## src/design/uie_params.svh

```systemverilog
// Constants for the USB interrupt enable block
`ifndef UIE_PARAMS_SVH
`define UIE_PARAMS_SVH
`define UIE_ADDR_ENABLE   8'h0b
`define UIE_ADDR_STATUS   8'h0a
`define UIE_ADDR_MASK     8'h10
`define UIE_ENABLE_RESET  8'h06
`define UIE_HOST_WMASK    8'h3e
`define UIE_DEV_WMASK     8'h2f
`define UIE_BIT_SUSPEND   0
`define UIE_BIT_RESUME    1
`define UIE_BIT_BABBLE    2
`define UIE_BIT_SOF       3
`define UIE_BIT_CONNECT   4
`define UIE_BIT_DISCONNECT_ENABLE    5
`endif

```

## src/design/uie_pkg.sv

```systemverilog
// Types for the USB interrupt enable block
package uie_pkg;
  typedef enum logic [1:0] {
    UIE_IDLE = 2'b00,
    UIE_ACK  = 2'b01
  } uie_bus_e;

  typedef struct packed {
    logic [7:0] enable;
    logic [7:0] status;
    logic [7:0] mask;
    logic       sof_seen;
    logic [7:0] dat;
    uie_bus_e   bus;
  } uie_state_s;
endpackage : uie_pkg

```

## src/design/uie_top.sv

```systemverilog
// USB general interrupt enable register with status and Wishbone slave
//
// Added by the designer: the Wishbone interface to the registers.
`include "uie_params.svh"
module uie_top (
  input  wire logic       clk_i,       // System clock, 10 MHz
  input  wire logic       rst_i,       // Synchronous reset, active high
  input  wire logic       host_mode_i, // 1 host role, 0 device role
  input  wire logic       suspended_i, // Controller in suspended state
  input  wire logic       sof_sent_i,  // Pulse: SOF transmitted (host)
  input  wire logic [7:0] event_i,     // Raw source pulses, bit layout
  input  wire logic       wb_cyc_i,    // Wishbone cycle
  input  wire logic       wb_stb_i,    // Wishbone strobe
  input  wire logic       wb_we_i,     // Wishbone write enable
  input  wire logic [7:0] wb_adr_i,    // Wishbone byte address
  input  wire logic [3:0] wb_sel_i,    // Wishbone byte selects
  input  wire logic [31:0] wb_dat_i,   // Wishbone write data
  output logic [31:0]     wb_dat_o,    // Wishbone read data
  output logic            wb_ack_o,    // Wishbone acknowledge
  output logic            usb_irq_o,   // Gated request to controller
  output logic            irq_o        // Masked sticky status level
);
  uie_pkg::uie_state_s st_r;
  uie_pkg::uie_state_s st_nxt;
  logic [7:0] wmask;
  logic [7:0] qual;
  logic       req;
  logic       wr_lane0;

  // Sources that the active role does not define never set status and read back as zero from the enable register
  function automatic logic [7:0] role_mask(input logic host);
    role_mask = host ? `UIE_HOST_WMASK : `UIE_DEV_WMASK;
  endfunction : role_mask

  always_comb begin
    wmask = role_mask(host_mode_i);
    qual  = event_i & wmask;
    // In host role, babble only counts once the first frame went out
    if (host_mode_i && !st_r.sof_seen) begin
      qual[`UIE_BIT_BABBLE] = 1'b0;
    end
    if (!suspended_i) begin
      qual[`UIE_BIT_RESUME] = 1'b0;
    end
    req      = wb_cyc_i && wb_stb_i && (st_r.bus == uie_pkg::UIE_IDLE);
    // Writes land on the edge at which the master samples ack, so an
    // aborted cycle leaves the registers untouched
    wr_lane0 = wb_cyc_i && wb_stb_i && wb_we_i && wb_sel_i[0] &&
               (st_r.bus == uie_pkg::UIE_ACK);
    st_nxt   = st_r;
    st_nxt.bus = uie_pkg::UIE_IDLE;
    if (host_mode_i && sof_sent_i) begin
      st_nxt.sof_seen = 1'b1;
    end
    if (wr_lane0 && wb_adr_i == `UIE_ADDR_ENABLE) begin
      st_nxt.enable = wb_dat_i[7:0] & 8'h3f;
    end
    if (wr_lane0 && wb_adr_i == `UIE_ADDR_MASK) begin
      st_nxt.mask = wb_dat_i[7:0] & 8'h3f;
    end
    // Write one clears; a new event in the same cycle wins
    if (wr_lane0 && wb_adr_i == `UIE_ADDR_STATUS) begin
      st_nxt.status = st_r.status & ~wb_dat_i[7:0];
    end
    st_nxt.status = st_nxt.status | qual;
    if (req) begin
      st_nxt.bus = uie_pkg::UIE_ACK;
      case (wb_adr_i)
        `UIE_ADDR_ENABLE: st_nxt.dat = st_r.enable & wmask;
        `UIE_ADDR_STATUS: st_nxt.dat = st_r.status;
        `UIE_ADDR_MASK:   st_nxt.dat = st_r.mask;
        default:          st_nxt.dat = 8'h00;
      endcase
    end
    if (rst_i) begin
      st_nxt.enable   = `UIE_ENABLE_RESET;
      st_nxt.status   = 8'h00;
      st_nxt.mask     = 8'h00;
      st_nxt.sof_seen = 1'b0;
      st_nxt.dat      = 8'h00;
      st_nxt.bus      = uie_pkg::UIE_IDLE;
    end
  end

  always_ff @(posedge clk_i) begin
    st_r <= st_nxt;
  end

  assign wb_dat_o  = {24'h000000, st_r.dat};
  assign wb_ack_o  = (st_r.bus == uie_pkg::UIE_ACK);
  // Stored bits only drive usb_irq_o for sources the active role defines; irq_o uses status and mask alone
  assign usb_irq_o = |(st_r.status & st_r.enable & wmask);
  assign irq_o     = |(st_r.status & st_r.mask);
endmodule : uie_top

```

## config.mk

```make
export PLATFORM = sky130hd
export DESIGN_NAME = uie_top
export DESIGN_NICKNAME = d
export VERILOG_FILES = /design/src/design/uie_pkg.sv /design/src/design/uie_top.sv
export VERILOG_INCLUDE_DIRS = /design/src /design/src/design
export SDC_FILE = /design/constraint.sdc
export NUM_CORES = 1
export LEC_CHECK = 0
export BUFFER_PORTS_ARGS = -buffer_cell sky130_fd_sc_hd__buf_4
export CELL_PAD_IN_SITES_DETAIL_PLACEMENT = 1
export CELL_PAD_IN_SITES_GLOBAL_PLACEMENT = 2
export CORE_ASPECT_RATIO = 1.1
export CORE_MARGIN = 2
export CORE_UTILIZATION = 23
export CTS_BUF_LIST = sky130_fd_sc_hd__clkbuf_16
export DETAILED_ROUTE_END_ITERATION = 10
export PLACE_DENSITY_LB_ADDON = 0.1
export SLEW_MARGIN = 15
export SYNTH_ARGS = -nofsm -noshare
export SYNTH_HDL_FRONTEND = slang
export SYNTH_SLANG_ARGS = --single-unit
```

## constraint.sdc

```tcl
create_clock -name clk_i -period 1.8 [get_ports clk_i]
set_input_delay 0.09 -clock clk_i [delete_from_list [all_inputs] [get_ports clk_i]]
set_output_delay 0.09 -clock clk_i [all_outputs]
set_load 0.01 [all_outputs]
```

==> impl_metrics.toml <==
[status]
status = "finished clean"

[setup_path]
regToRegSetupSlack_ns = 0.21
cp_num_buf_inv = 1
max_stage_delay_ns = 0.37
cpMaxStageDelayCell = "dfxtp_1"
worstPathArrival_ns = 1.74
endpoint_kind = "flip-flop"
worstPathMaxFanout = 6
startpoint_type = "flip-flop"
path_cells = "nand3_1 > nor4_4 > buf_4 > mux2i_1 > nor2_1"
worstSetupPathType = "reg2reg"
required_ns = 1.95
critPathTopFamily = "simple AND/OR/NAND/NOR gates"

[yosys]
synthCells = 173
yosys_warnings = 0
synth_flop_cell = "dfxtp_1"
synth_largest_area_cell = "dfxtp_1"
ys_seq_area_share_pct = 37.2
postSynth.asyncResetShare_pct = 0
synthesis.area_sq_um = 1610
ys_seq_elements = 30
syn_area_per_cell_sq_um = 9.32
yosys-top-cells-area = "dfxtp_1, buf_4, mux2i_1"
synth_edf_count = 0
synth.top_cell.area_share_pct = 37.2
ys_types = 32

[power]
power.density_nw_per_um2 = 905
pwr-share-seq_pct = 35.6
power.switching_uw = 396
sw_frac_of_total_pct = 20.5
ir_worst_vdd_v = 0.000343
pwr-share-clk_pct = 55.8
p_int_uw = 1540
total_leakage_power_uw = 0.000897
p_comb_share_pct = 8.6
power.total_uw = 1940

[timing]
fin_setup_tns_ns = 0
min_period_over_period_pct = 88.4
finalHoldViolCount = 0
fmaxAchievable_ghz = 0.629
slew_violations = 0
fin_crit_ns = 1.59
fin_ws_ns = 0.209
rsz0062_at_grt = "false"
setup_viol = 0
fin_skew_ns = 0.00460
timing.hold.ws_ns = 0.0234

[final_layout]
syn_to_final_growth_pct = 32.7
drive_above_1_share_pct = 30.4
fin_nets = 276
insertedDiodeCount = 0

[floorplanning]
rows = 32
die_y_um = 91.8
core_sq_um = 6890
dieArea_sq_um = 7700
die_w_um = 83.8
initial_core_util_pct = 23.4
num_io_pins = 95

[grt]
grt_antenna_before_repair = 0
grt_pass1_wl_um = 7000
grt_max_degree = 27
overflow = 0
grtUsageTotal_pct = 11.7
first_global_vias = 1375

[cts]
clkTransAtPathRegs_ns = 0.05
cts_max_path_buffers = 2
cts_tree = "yes"
htree_levels = 2
cts.sinks = 30
cts_resized = 0
cts_root_buf = "clkbuf_16"
cts_buffers = 5
insertion_delay_ns = 0.28

[route]
dr.first_iter.drc_count = 38
drc = 0
drtPass1Iterations = 4
via_per_inst = 4.40
route.vias.total = 1329
finalWirelength_um = 4350
antenna_left = 0
wl_per_cell_um = 14.4

[place]
place_congestion = 0.774
dp_hpwl_um = 3310
pre_cts_ws_ns = 0.192
io_buffers = 41

[job]
max_cap_viol_count = 0

[min_path]
hold_path.class = "in2reg"
-- worst paths after layout --
kind,from,to,cells after the start
max,st_r[0],st_r[32],5
max reg2reg,st_r[0],st_r[32],5
min,wb_dat_i[0],st_r[19],2
min reg2reg,wb_dat_o[6],wb_dat_o[6],2
-- cells by family after synthesis --
kind of cell    count (synthesis)  synth area share, %
other cells                     1                0.233
flops                          30                 37.2
compound gates                 36                 16.3
mux                            16                 10.2
buf+inv                        42                 17.3
simple gates                   48                 18.7
-- timing repair --
action / in CTS / in global routing
buffers inserted: 0 / 0
hold buffers: 2 / 0
hold endpoints to repair: 2 / 0
-- synthesized netlist by cell type (2+ instances only) --
cell type and instances:
a21oi_1 8, clkbuf_1 3, inv_1 5, nor4_4 2
buf_4 32, a22oi_1 5, nand3_1 7, a22o_1 12
nor3_1 2, nand2_1 7, mux2_2 4, mux2i_1 12
nor2_1 16, o21ai_0 3, dfxtp_1 30, a311oi_1 6
nand2b_1 4
-- cell type report --
type | count | area [sq um]
fillers | 803 | 4750
multi-input cells | 124 | 820
clock inverters | 3 | 63.8
well taps | 85 | 106
clock buffers | 5 | 125
repair buffers | 50 | 405
inverters | 5 | 18.8
flip-flops and latches | 30 | 601
-- state kept, by name, summed over array words and instances, names as in the netlist --
| signal | flops |
|---|---|
| wb_dat_o | 8 |
| st_r | 22 |
-- per-layer routing --
metal / GRT usage, % / up-vias / share of wire (%)
li1: - / 650 / -
met1: 14.4 / 633 / 43
met2: 19.0 / 41 / 50
met3: 3.06 / 5 / 5.2
met4: 5.65 / 0 / 2.1
met5: 0 / - / 0
-- power groups by stage --
stage / clock network (uW) / registers [uW] / logic, uW
floorplan: 0 / 699 / 121
global placement: 0 / 703 / 159
detailed placement: 0 / 704 / 165
CTS: 1120 / 690 / 168
global route: 1150 / 691 / 184
finish: 1080 / 690 / 167
-- per-stage QoR --
step                      cells  util (%)  area (sq um)
after floorplan             196         -          1700
after global placement      292      28.0          1930
after detailed placement    292      28.0          1930
after CTS                   302      31.1          2140
after global routing        302      31.1          2140
final                       302      31.1          2140
-- cells in the final DEF, fill, tap and decap left out, types with 2 or more instances in the layout --
cell	n
a21oi_1	8
a22o_1	12
a22oi_1	5
a311oi_1	6
buf_12	2
buf_4	46
bufinv_16	2
clkbuf_16	5
conb_1	24
dfxtp_1	30
dlygate4sd3_1	2
inv_1	5
mux2_2	4
mux2i_1	12
nand2_1	7
nand2b_1	4
nand3_1	7
nor2_1	16
nor3_1	2
nor4_4	2
o21ai_0	3
Power figures use the tool's default switching activity.
